===== config.mk =====
export PLATFORM = sky130hd
export DESIGN_NAME = mpio_top
export DESIGN_NICKNAME = d
export VERILOG_FILES = /design/src/mpio_top.v
export VERILOG_INCLUDE_DIRS = /design/src /design/src/src
export SDC_FILE = /design/constraint.sdc
export NUM_CORES = 1
export LEC_CHECK = 0
export BUFFER_PORTS_ARGS = -buffer_cell sky130_fd_sc_hd__clkbuf_2
export CAP_MARGIN = 25
export CELL_PAD_IN_SITES_DETAIL_PLACEMENT = 1
export CELL_PAD_IN_SITES_GLOBAL_PLACEMENT = 1
export CORE_MARGIN = 4
export CORE_UTILIZATION = 47
export CTS_CLUSTER_DIAMETER = 60
export CTS_CLUSTER_SIZE = 24
export DETAILED_ROUTE_END_ITERATION = 8
export GPL_ROUTABILITY_DRIVEN = 0
export PLACE_DENSITY_LB_ADDON = 0.2
export SKIP_LAST_GASP = 1
export SYNTH_ARGS = -nofsm -noshare
export SYNTH_HDL_FRONTEND = slang
export SYNTH_SLANG_ARGS = --single-unit

===== constraint.sdc =====
create_clock -name pclk -period 3.35 [get_ports pclk]
set_clock_uncertainty 0.1 [all_clocks]
set_input_delay 0.1675 -clock pclk [delete_from_list [all_inputs] [get_ports pclk]]
set_output_delay 0.1675 -clock pclk [all_outputs]
set_load 0.01 [all_outputs]

===== src/mpio_defs.vh =====
// Constants for the multi-port I/O block: APB register offsets, reset values, field positions.
// Assumes byte addressing with one aligned 32-bit word per register.
`ifndef MPIO_DEFS_VH
`define MPIO_DEFS_VH
// ----------------------------------------
// Register byte offsets
// ----------------------------------------
`define MPIO_A_LATCH 8'h00
`define MPIO_A_PIN 8'h04
`define MPIO_A_SEG 8'h08
`define MPIO_B_LATCH 8'h0C
`define MPIO_B_PIN 8'h10
`define MPIO_C_LATCH 8'h14
`define MPIO_C_PIN 8'h18
`define MPIO_C_TYPE 8'h1C
`define MPIO_D_LATCH 8'h20
`define MPIO_D_PIN 8'h24
`define MPIO_D_SEG 8'h28
`define MPIO_CTRL 8'h2C
`define MPIO_STAT 8'h30
// ----------------------------------------
// Reset values
// ----------------------------------------
`define MPIO_A_LATCH_RST 8'hFF
`define MPIO_A_SEG_RST 8'h00
`define MPIO_B_LATCH_RST 3'h7
`define MPIO_C_LATCH_RST 4'hF
`define MPIO_C_TYPE_RST 4'h0
`define MPIO_D_LATCH_RST 8'hFF
`define MPIO_D_SEG_RST 8'h00
`define MPIO_CTRL_RST 3'h0
// ----------------------------------------
// Control and status field positions
// ----------------------------------------
`define MPIO_CTRL_DUAL 0
`define MPIO_CTRL_STOP 1
`define MPIO_CTRL_GLOBAL_OE 2
`define MPIO_STAT_IRQ 0
`endif


===== src/mpio_top.v =====
// Multi-port I/O: port_a segment select, port_b, port_c and port_d registers and pin drive.
// Assumes an APB master on pclk; pin inputs arrive asynchronously and are synchronised here.
// Each register is one aligned 32-bit word; undefined read bits return zero.
// Pins appear as separate out, oe and in vectors; a high oe drives the pin.
`include "mpio_defs.vh"
module mpio_top (
  // APB slave
  input wire pclk,
  input wire presetn,
  input wire psel,
  input wire penable,
  input wire pwrite,
  input wire [7:0] paddr,
  input wire [31:0] pwdata,
  output reg [31:0] prdata,
  output reg pready,
  output reg pslverr,
  // Segment drive from the display controller
  input wire [7:0] seg_a_drive,
  input wire [7:0] seg_d_drive,
  // Port pins (input, output, enable)
  input wire [7:0] port_a_in,
  output reg [7:0] port_a_out,
  output reg [7:0] port_a_oe,
  input wire [2:0] port_b_in,
  output reg [2:0] port_b_out,
  output reg [2:0] port_b_oe,
  input wire [3:0] port_c_in,
  output reg [3:0] port_c_out,
  output reg [3:0] port_c_oe,
  input wire [7:0] port_d_in,
  output reg [7:0] port_d_out,
  output reg [7:0] port_d_oe,
  // Crystal enable and interrupt latch
  output reg slow_crystal_en,
  output reg ext_irq_latch
);
  // ----------------------------------------
  // Registers
  // ----------------------------------------
  // Latches, selects and control
  reg [7:0] a_latch_r;
  reg [7:0] a_seg_r;
  reg [2:0] b_latch_r;
  reg [3:0] c_latch_r;
  reg [3:0] c_type_r;
  reg [7:0] d_latch_r;
  reg [7:0] d_seg_r;
  reg [2:0] ctrl_r;
  reg irq_r;
  // Synchroniser stages and filtered pin levels
  reg [22:0] s1_r;
  reg [22:0] s2_r;
  reg [22:0] s3_r;
  reg [22:0] pin_r;
  // Delayed port_b bit 0 for edge detect
  reg b0_drv_r;
  // Bus strobes, mode bits and decode
  wire wr_en;
  wire rd_en;
  wire dual_mode;
  wire stop_mode;
  wire out_en;
  wire [22:0] raw_in;
  wire irq_set;
  wire irq_clr;
  reg [31:0] rd_mux;
  reg hit;

  // Writes land at the edge that completes the access, with pready high
  // Read data is captured one edge earlier so it stands with pready
  assign wr_en = psel & penable & pwrite & pready;
  assign rd_en = psel & penable & ~pwrite & ~pready;
  assign dual_mode = ctrl_r[`MPIO_CTRL_DUAL];
  assign stop_mode = ctrl_r[`MPIO_CTRL_STOP];
  assign out_en = ctrl_r[`MPIO_CTRL_GLOBAL_OE];
  assign raw_in = {port_d_in, port_c_in, port_b_in, port_a_in};

  // ----------------------------------------
  // Pin input synchroniser, change taken once stages two and three agree
  // ----------------------------------------
  // A level counts only when two stages agree, so a value caught
  // mid-change in the first stage never reaches the read mux
  always @(posedge pclk or negedge presetn) begin
    if (!presetn) begin
      s1_r <= 23'h000000;
      s2_r <= 23'h000000;
      s3_r <= 23'h000000;
      pin_r <= 23'h000000;
    end else begin
      s1_r <= raw_in;
      s2_r <= s1_r;
      s3_r <= s2_r;
      pin_r <= (s2_r & s3_r) | (pin_r & (s2_r ^ s3_r));
    end
  end

  // ----------------------------------------
  // Register writes, one process per register
  // ----------------------------------------
  // port_a output latch; ones leave the open-drain pins floating
  always @(posedge pclk or negedge presetn) begin
    if (!presetn)
      a_latch_r <= `MPIO_A_LATCH_RST;
    else if (wr_en && (paddr == `MPIO_A_LATCH))
      a_latch_r <= pwdata[7:0];
  end

  // port_a segment select, cleared so every pin starts as plain I/O
  always @(posedge pclk or negedge presetn) begin
    if (!presetn)
      a_seg_r <= `MPIO_A_SEG_RST;
    else if (wr_en && (paddr == `MPIO_A_SEG))
      a_seg_r <= pwdata[7:0];
  end

  // port_b output latch, three bits; upper write data dropped
  always @(posedge pclk or negedge presetn) begin
    if (!presetn)
      b_latch_r <= `MPIO_B_LATCH_RST;
    else if (wr_en && (paddr == `MPIO_B_LATCH))
      b_latch_r <= pwdata[2:0];
  end

  // port_c output latch, four bits
  always @(posedge pclk or negedge presetn) begin
    if (!presetn)
      c_latch_r <= `MPIO_C_LATCH_RST;
    else if (wr_en && (paddr == `MPIO_C_LATCH))
      c_latch_r <= pwdata[3:0];
  end

  // port_c output type, open drain after reset
  always @(posedge pclk or negedge presetn) begin
    if (!presetn)
      c_type_r <= `MPIO_C_TYPE_RST;
    else if (wr_en && (paddr == `MPIO_C_TYPE))
      c_type_r <= pwdata[3:0];
  end

  // port_d output latch
  always @(posedge pclk or negedge presetn) begin
    if (!presetn)
      d_latch_r <= `MPIO_D_LATCH_RST;
    else if (wr_en && (paddr == `MPIO_D_LATCH))
      d_latch_r <= pwdata[7:0];
  end

  // port_d segment select
  always @(posedge pclk or negedge presetn) begin
    if (!presetn)
      d_seg_r <= `MPIO_D_SEG_RST;
    else if (wr_en && (paddr == `MPIO_D_SEG))
      d_seg_r <= pwdata[7:0];
  end

  // Control: dual clock, stop mode, global output enable
  always @(posedge pclk or negedge presetn) begin
    if (!presetn)
      ctrl_r <= `MPIO_CTRL_RST;
    else if (wr_en && (paddr == `MPIO_CTRL))
      ctrl_r <= pwdata[2:0];
  end

  // ----------------------------------------
  // Interrupt latch on falling edge of driven port_b pin 0
  // ----------------------------------------
  // Set term: bit 0 was one last cycle, is zero now, and the pin is driven
  assign irq_set = b0_drv_r & ~b_latch_r[0] & ~stop_mode & out_en;
  assign irq_clr = wr_en & (paddr == `MPIO_STAT) & pwdata[`MPIO_STAT_IRQ];

  always @(posedge pclk or negedge presetn) begin
    if (!presetn) begin
      b0_drv_r <= 1'b1;
      irq_r <= 1'b0;
    end else begin
      b0_drv_r <= b_latch_r[0];
      if (irq_set)
        irq_r <= 1'b1; // Set wins over clear
      else if (irq_clr)
        irq_r <= 1'b0;
    end
  end

  // ----------------------------------------
  // Read mux, latches and pin levels at separate offsets
  // ----------------------------------------
  // Unimplemented and undefined read bits return zero
  always @* begin
    rd_mux = 32'h00000000;
    hit = 1'b1;
    case (paddr)
      `MPIO_A_LATCH: rd_mux[7:0] = a_latch_r;
      `MPIO_A_PIN: rd_mux[7:0] = pin_r[7:0] & ~a_seg_r;
      `MPIO_A_SEG: rd_mux[7:0] = a_seg_r;
      `MPIO_B_LATCH: rd_mux[2:0] = b_latch_r;
      `MPIO_B_PIN: rd_mux[2:0] = pin_r[10:8];
      `MPIO_C_LATCH: rd_mux[3:0] = c_latch_r;
      `MPIO_C_PIN: rd_mux[3:0] = pin_r[14:11];
      `MPIO_C_TYPE: rd_mux[3:0] = c_type_r;
      `MPIO_D_LATCH: rd_mux[7:0] = d_latch_r;
      `MPIO_D_PIN: rd_mux[7:0] = pin_r[22:15] & ~d_seg_r;
      `MPIO_D_SEG: rd_mux[7:0] = d_seg_r;
      `MPIO_CTRL: rd_mux[2:0] = ctrl_r;
      `MPIO_STAT: rd_mux[0] = irq_r;
      default: hit = 1'b0;
    endcase
  end

  // ----------------------------------------
  // APB answer, one wait state
  // ----------------------------------------
  // pready rises one cycle after penable; pslverr marks unmapped offsets
  always @(posedge pclk or negedge presetn) begin
    if (!presetn) begin
      pready <= 1'b0;
      pslverr <= 1'b0;
      prdata <= 32'h00000000;
    end else begin
      pready <= psel & penable & ~pready;
      pslverr <= psel & penable & ~pready & ~hit;
      prdata <= rd_en ? rd_mux : 32'h00000000;
    end
  end

  // ----------------------------------------
  // Pin drivers
  // ----------------------------------------
  // port_a: segment bits follow the display drive, others sink when latch is low
  always @(posedge pclk or negedge presetn) begin
    if (!presetn) begin
      port_a_out <= 8'h00;
      port_a_oe <= 8'h00;
    end else begin
      port_a_out <= a_seg_r & seg_a_drive;
      port_a_oe <= out_en ? (a_seg_r | ~a_latch_r) : 8'h00;
    end
  end

  // port_b: open drain; crystal pins and the stop-release pin can be forced to float
  always @(posedge pclk or negedge presetn) begin
    if (!presetn) begin
      port_b_out <= 3'h0;
      port_b_oe <= 3'h0;
    end else begin
      port_b_out <= 3'h0;
      port_b_oe <= out_en ? ~b_latch_r : 3'h0;
      // Later assignments override the latch-driven enable
      if (dual_mode)
        port_b_oe[2:1] <= 2'b00;
      if (stop_mode)
        port_b_oe[0] <= 1'b0;
    end
  end

  // port_c: type 0 sinks only, type 1 drives both levels
  always @(posedge pclk or negedge presetn) begin
    if (!presetn) begin
      port_c_out <= 4'h0;
      port_c_oe <= 4'h0;
    end else begin
      port_c_out <= c_latch_r;
      port_c_oe <= out_en ? (c_type_r | ~c_latch_r) : 4'h0;
    end
  end

  // port_d: segment bits follow the display drive, others open drain
  always @(posedge pclk or negedge presetn) begin
    if (!presetn) begin
      port_d_out <= 8'h00;
      port_d_oe <= 8'h00;
    end else begin
      port_d_out <= d_seg_r & seg_d_drive;
      port_d_oe <= out_en ? (d_seg_r | ~d_latch_r) : 8'h00;
    end
  end

  // Crystal enable and interrupt latch
  always @(posedge pclk or negedge presetn) begin
    if (!presetn) begin
      slow_crystal_en <= 1'b0;
      ext_irq_latch <= 1'b0;
    end else begin
      slow_crystal_en <= dual_mode;
      ext_irq_latch <= irq_set | irq_r;
    end
  end
endmodule

==> results of run 1 <==
flip-flops by register name (all words and copies together) (netlist names), 8 cells and up:
| signal | flops |
|---|---|
| s2_r | 23 |
| s3_r | 23 |
| port_d_out | 8 |
| port_a_oe | 8 |
| prdata | 8 |
| port_a_out | 8 |
| a_seg_r | 8 |
| a_latch_r | 8 |
| d_latch_r | 8 |
| port_d_oe | 8 |
| s1_r | 23 |
| d_seg_r | 8 |
| pin_r | 23 |
power groups by stage:
| stage | Sequential (mW) | Clock (mW) | Combinational, mW |
|---|---|---|---|
| after floorplan | 2.51 | 0 | 0.136 |
| final | 2.48 | 1.94 | 0.292 |
| after global placement | 2.52 | 0 | 0.236 |
| after global routing | 2.49 | 2.11 | 0.330 |
| after detailed placement | 2.52 | 0 | 0.249 |
| after CTS | 2.48 | 1.99 | 0.294 |
cell type report:
class / count / area share
repair buffers: 165 / 0.1184
clock inverters: 13 / 0.01345
multi-input cells: 291 / 0.2495
flip-flops and latches: 195 / 0.5332
clock buffers: 19 / 0.04702
inverters: 24 / 0.009784
well taps: 211 / 0.02867
per-layer routing:
layer / up-vias / GRT usage
met2: 121 / 0.3641
met3: 27 / 0.05701
met4: 0 / 0.06400
met5: - / 0
met1: 2413 / 0.2616
li1: 2119 / -
cells in the final DEF (no fill, tap or decap), drive strengths merged, types with 3 or more instances in the layout:
master / instances
ha: 23
o21ai: 6
dfrtp: 171
nor4b: 5
nand4: 3
nand2b: 4
nand2: 17
or2: 4
mux2: 48
a21boi: 21
a31oi: 5
and2: 19
conb: 27
clkbuf: 133
o211ai: 3
inv: 30
dlygate4sd3: 46
dfstp: 24
nor3: 5
nand3b: 5
buf: 5
clkinv: 4
mux2i: 14
nor2: 18
a21o: 24
nand3: 3
nor3b: 3
a311oi: 3
and3: 3
per-stage QoR:
| step | util | setup slack, ns | hold slack [ns] | cells | total power [mW] |
|---|---|---|---|---|---|
| after global placement | 0.5328 | 1.094 | 0.1255 | 840 | 2.752 |
| after floorplan | - | 1.774 | -0.2281 | 547 | 2.642 |
| after CTS | 0.5990 | 1.425 | 0.004991 | 918 | 4.760 |
| final | 0.5990 | 1.331 | 0.02120 | 918 | 4.713 |
| after detailed placement | 0.5328 | 1.058 | 0.1326 | 840 | 2.770 |
| after global routing | 0.5990 | 1.303 | 0.01625 | 918 | 4.926 |
how the worst min path moves through the flow:
stage	depth (start not counted)	start	endpoint
6_report	2	pwdata[1]	ctrl_r[1]$_DFFE_PN0P_
3_3_place_gp	1	presetn	s2_r[0]$_DFF_PN0_
4_1_cts	3	psel	pready$_DFF_PN0_
5_1_grt	2	pwdata[1]	a_latch_r[1]$_DFFE_PN1P_
2_1_floorplan	0	presetn	a_seg_r[0]$_DFFE_PN0P_
3_5_place_dp	1	presetn	prdata[4]$_DFF_PN0_
worst reg2reg max path, cell delays in order, from the launching register on:
cell     delay (ns)
dfrtp_1        0.35
nand4_1        0.28
nor3_1         0.50
nand2_1        0.30
mux2_2         0.36
logic make-up (layout without fill, tap and decap cells):
group	after synthesis	count (layout)	share of synthesized area
mux	64	64	0.09749
other cells	1	27	0.0005038
flops	195	195	0.6596
compound gates	81	81	0.08136
fa+ha+maj	23	23	0.03866
simple gates	96	96	0.07749
buf+inv	61	221	0.04488
what timing repair did:
| action | 4_1_cts | 5_1_grt |
|---|---|---|
| hold buffers | 46 | 0 |
| hold endpoints to repair | 129 | 0 |
| endpoints found under the setup margin | 0 | 0 |
==> run summary, run 1 <==
status: completed
Clk pwr share: 0.412
Sw Share: 0.2361
Max FO, Critical Path: 4
post-place instance area: 0.008190 mm^2
Synth area leaders: dfrtp_1 57%, dfstp_2 8.5%, mux2_2 6.7%
via count: 4,680
Worst VDD drop: 0.4832 mV
M1 WL: 7372 um
DPL Wire Length: 11,900 um
nets: 801
Pins Over Slew Limit: 0
clk_lat worst skew: 0.44 ns
Worst R2R Start: pready$_DFF_PN0_
Reg power frac: 0.526
clk slew on worst S/H paths: 0.07 ns
count of final hold-check violations: 0
count of cell types in the netlist: 54
global-route wire length before repair: 28,930 um
Die Wd: 133.8 um
boundary pin count: 166
H-Tree Depth: 4
worst setup path startpoint: penable
asr flop ratio synth: 1.000
Buf/Inv on CP: 2
Design Area, Final: 0.009208 mm^2
DRC: 0
Relative slew margins: 0.3927
core area: 0.01537 mm^2
post_cts resized: 0
Die Ht: 133.8 um
first-pass iteration count of the detailed router: 4
pwr dens: 511.9 mW/mm^2
area of the multi-input gates: 0.002297 mm^2
CP top delay family: simple AND/OR/NAND/NOR gates
Iter 0 DRT Violations: 220
Total Routing Usage GR: 0.2112
most frequent cells after synthesis: 171 x dfrtp_1, 44 x mux2_2, 27 x buf_4
GRT overflow: 0
leakage power: 4.559 nW
IO Port Bufs: 114
Highest Signal Layer: met4
starting density of the core: 0.4842
Met3 Wirelength: 790 um
Mapped Area: 0.007443 mm^2
layout cells sized above 1: 0.3296
fmax: 0.4954 GHz
CP Capture Type: register
TritonCTS Sinks: 195
Rows: 45
endpoints failing setup: 0
MaxCap Viol Count: 0
share of the synthesized area in the top cell type: 0.5749
Ant. Diodes: 0
P_int: 3.600 mW
CTS tree: done
Main synth FF type: dfrtp_1
RR Endpoint: c_type_r[1]$_DFFE_PN0P_
CP cell instances: dlygate4sd3_1 > clkbuf_2 > nand4_1 > nor3_1 > nand2_1 > mux2_2
Final min period: 2.019 ns
Synth Instances: 521
die area: 0.01791 mm^2
drt wl/cell: 19.25 um
Detailed Route WL: 17,670 um
Antenna Nets Post-Route: 0
Detail Route met2 WL: 9208 um
Comb pwr share: 0.062
root buf cell: clkbuf_16
CP Capture Point: c_type_r[1]$_DFFE_PN0P_
Slew @ Worst Pin: 0.9110 ns
Area growth syn-to-layout: 23.70%
CP Data Arrival Time: 2.24 ns
slowest CP cell: dlygate4sd3_1
largest net degree at the start of global routing: 81
Final period util: 0.6026
antenna violations before repair: 0
Reg area: 0.004910 mm^2
RSZ-0062 raised after global routing: no
Post-synth EDFFs: 0
Filler cells: 1,532
r2r setup slk: 1.34 ns
Critical Path Stages: 6
Mean Syn Cell Area: 14.29 um^2
Setup Buffers After CTS: 0
startpoint type of the worst setup path: input port
Worst Reg-to-Reg Cells: 4
critical path data required time: 3.57 ns
vias in the first global route: 5,265
Crit path largest cell delay: 0.52 ns
Bufs on Longest Clock Path: 2
Yosys warning count: 0
CP Class: in -> reg
most numerous cell in the Yosys netlist: dfrtp_1
Seq cells post-synth: 195
Num CTS Buffers: 17
TNS Setup: 0 ns
dominant cell type by area after synthesis: dfrtp_1
register area share after synthesis: 0.6596
Hold Path Class: in -> reg
sw power: 1.113 mW
routed vias/inst: 5.098
Note: power is estimated with default switching activity, not from simulation.
==> inputs of run 2 (changes only) <==
--- a/config.mk
+++ b/config.mk
@@ -11,7 +11,7 @@
 export CELL_PAD_IN_SITES_DETAIL_PLACEMENT = 1
 export CELL_PAD_IN_SITES_GLOBAL_PLACEMENT = 1
 export CORE_MARGIN = 4
-export CORE_UTILIZATION = 47
+export CORE_UTILIZATION = 44
 export CTS_CLUSTER_DIAMETER = 60
 export CTS_CLUSTER_SIZE = 24
 export DETAILED_ROUTE_END_ITERATION = 8
==> constraint.sdc (replaced) <==
create_clock -name pclk -period 2 [get_ports pclk]
set_clock_uncertainty 0.1 [all_clocks]
set_input_delay 0.1 -clock pclk [delete_from_list [all_inputs] [get_ports pclk]]
set_output_delay 0.1 -clock pclk [all_outputs]
set_load 0.01 [all_outputs]
==> run 2 against run 1 <==
  * Non-clock buffer count rose by 20
  * Clock power grew 70%
  * First-iteration DRC count down 7.3%
  * Worst setup slack worse by 1.1 ns
==> run summary, run 2 (synthesized netlist as in run 1, its figures left out) <==
Detailed Route WL: 17,880 um
starting density of the core: 0.4488
largest net degree at the start of global routing: 58
Setup Buffers After CTS: 0
commonest non-fill, non-tap cell in the layout: dfrtp_1
first-pass iteration count of the detailed router: 4
Reg area: 0.004910 mm^2
MaxCap Viol Count: 0
die area: 0.01906 mm^2
WHS: 0.01889 ns
Pins Over Slew Limit: 0
Worst Reg-to-Reg Cells: 4
CP Data Arrival Time: 2.05 ns
Die Wd: 138.1 um
RSZ-0062 raised after global routing: no
Bufs on Longest Clock Path: 2
Hold Startpoint: penable
layout cells sized above 1: 0.3453
Worst R2R Start: pready$_DFF_PN0_
status: completed
boundary pin count: 166
Worst VDD drop: 0.5973 mV
via count: 4,726
pwr dens: 845.7 mW/mm^2
Max FO, Critical Path: 8
antenna violations before repair: 0
critical path data required time: 2.25 ns
CP Capture Type: register
routed vias/inst: 4.990
total power: 7.973 mW
Iter 0 DRT Violations: 204
Slew @ Worst Pin: 0.6491 ns
leakage power: 4.665 nW
Num CTS Buffers: 17
area of the multi-input gates: 0.002302 mm^2
clk slew on worst S/H paths: 0.07 ns
post-place setup slack: 0.08309 ns
Hold Path Class: in -> reg
Die Ht: 138.1 um
DRC: 0
Design Area, Final: 0.009428 mm^2
post-place instance area: 0.008339 mm^2
TNS Setup: 0 ns
endpoints failing setup: 0
fmax: 0.5555 GHz
TritonCTS Sinks: 195
drt wl/cell: 18.88 um
most frequent cells in the layout: 171 x dfrtp_1, 113 x clkbuf_2, 51 x dlygate4sd3_1
DPL Wire Length: 12,520 um
Final min period: 1.800 ns
clk_lat worst skew: 0.43 ns
CTS tree: done
r2r setup slk: 0.20 ns
nets: 821
Total Routing Usage GR: 0.1950
CP Class: reg -> reg
worst setup path startpoint: pready$_DFF_PN0_
global-route wire length before repair: 29,490 um
core area: 0.01658 mm^2
Final period util: 0.9001
WHS Path Cells: 4
H-Tree Depth: 4
Filler cells: 1,689
Relative slew margins: 0.5657
final worst slack: 0.1998 ns
Ant. Diodes: 0
root buf cell: clkbuf_16
startpoint type of the worst setup path: register
vias in the first global route: 5,381
count of final hold-check violations: 0
IO Port Bufs: 114
GRT overflow: 0
Area growth syn-to-layout: 26.66%
Rows: 47
Antenna Nets Post-Route: 0
[run 2: changes by cell type in the layout (fill, tap and decap cells not counted)]
cell,change
clkinv_2,-2
dlygate4sd3_1,+5
clkbuf_1,-2
buf_12,+2
clkinv_4,+3
nor3_1,-1
clkinvlp_4,+1
nor3_2,+1
buf_4,+13
[run 2: area by class of cell]
| type | instances | share of cell area |
|---|---|---|
| well taps | 220 | 0.02920 |
| inverters | 24 | 0.009555 |
| multi-input cells | 291 | 0.2442 |
| clock inverters | 15 | 0.01566 |
| flip-flops and latches | 195 | 0.5208 |
| repair buffers | 185 | 0.1355 |
| clock buffers | 17 | 0.04512 |
[run 2: path summary, 6_finish.rpt]
kind                                             to
hold reg to reg                  s2_r[18]$_DFF_PN0_
setup reg to reg           a_latch_r[0]$_DFFE_PN1P_
min in group asynchronous    port_b_oe[0]$_DFF_PN0_
setup / recovery           a_latch_r[0]$_DFFE_PN1P_
hold / removal                    pslverr$_DFF_PN0_
max in group asynchronous  c_latch_r[3]$_DFFE_PN1P_
[run 2: power breakdown]
part	internal, mW	switching, mW	total (mW)
logic	0.241	0.283	0.525
registers	4.08	0.0694	4.15
clock network	1.75	1.55	3.30
[run 2: stage by stage]
stage	std cells	utilization
floorplan	547	-
global route	947	0.5685
CTS	947	0.5682
detailed placement	864	0.5029
finish	947	0.5685
global placement	864	0.5029
[run 2: worst max-delay path, cell delays in order (launching register included)]
cell and delay, ns:
dfrtp_1 0.38, nand4_1 0.29, nor2_2 0.28, nand2_2 0.27
mux2_1 0.40
[run 2: metal layers]
metal	track usage	wire [um]
met5	0	0
met4	0.05460	330
met3	0.05076	822
met2	0.3312	9168
met1	0.2491	7557
[run 2: what timing repair did]
| item | CTS | global route |
|---|---|---|
| endpoints found under the setup margin | 0 | 1 |
| gates resized for setup | 0 | 1 |
| hold buffers | 51 | 0 |
| endpoints found under the hold margin | 266 | 0 |
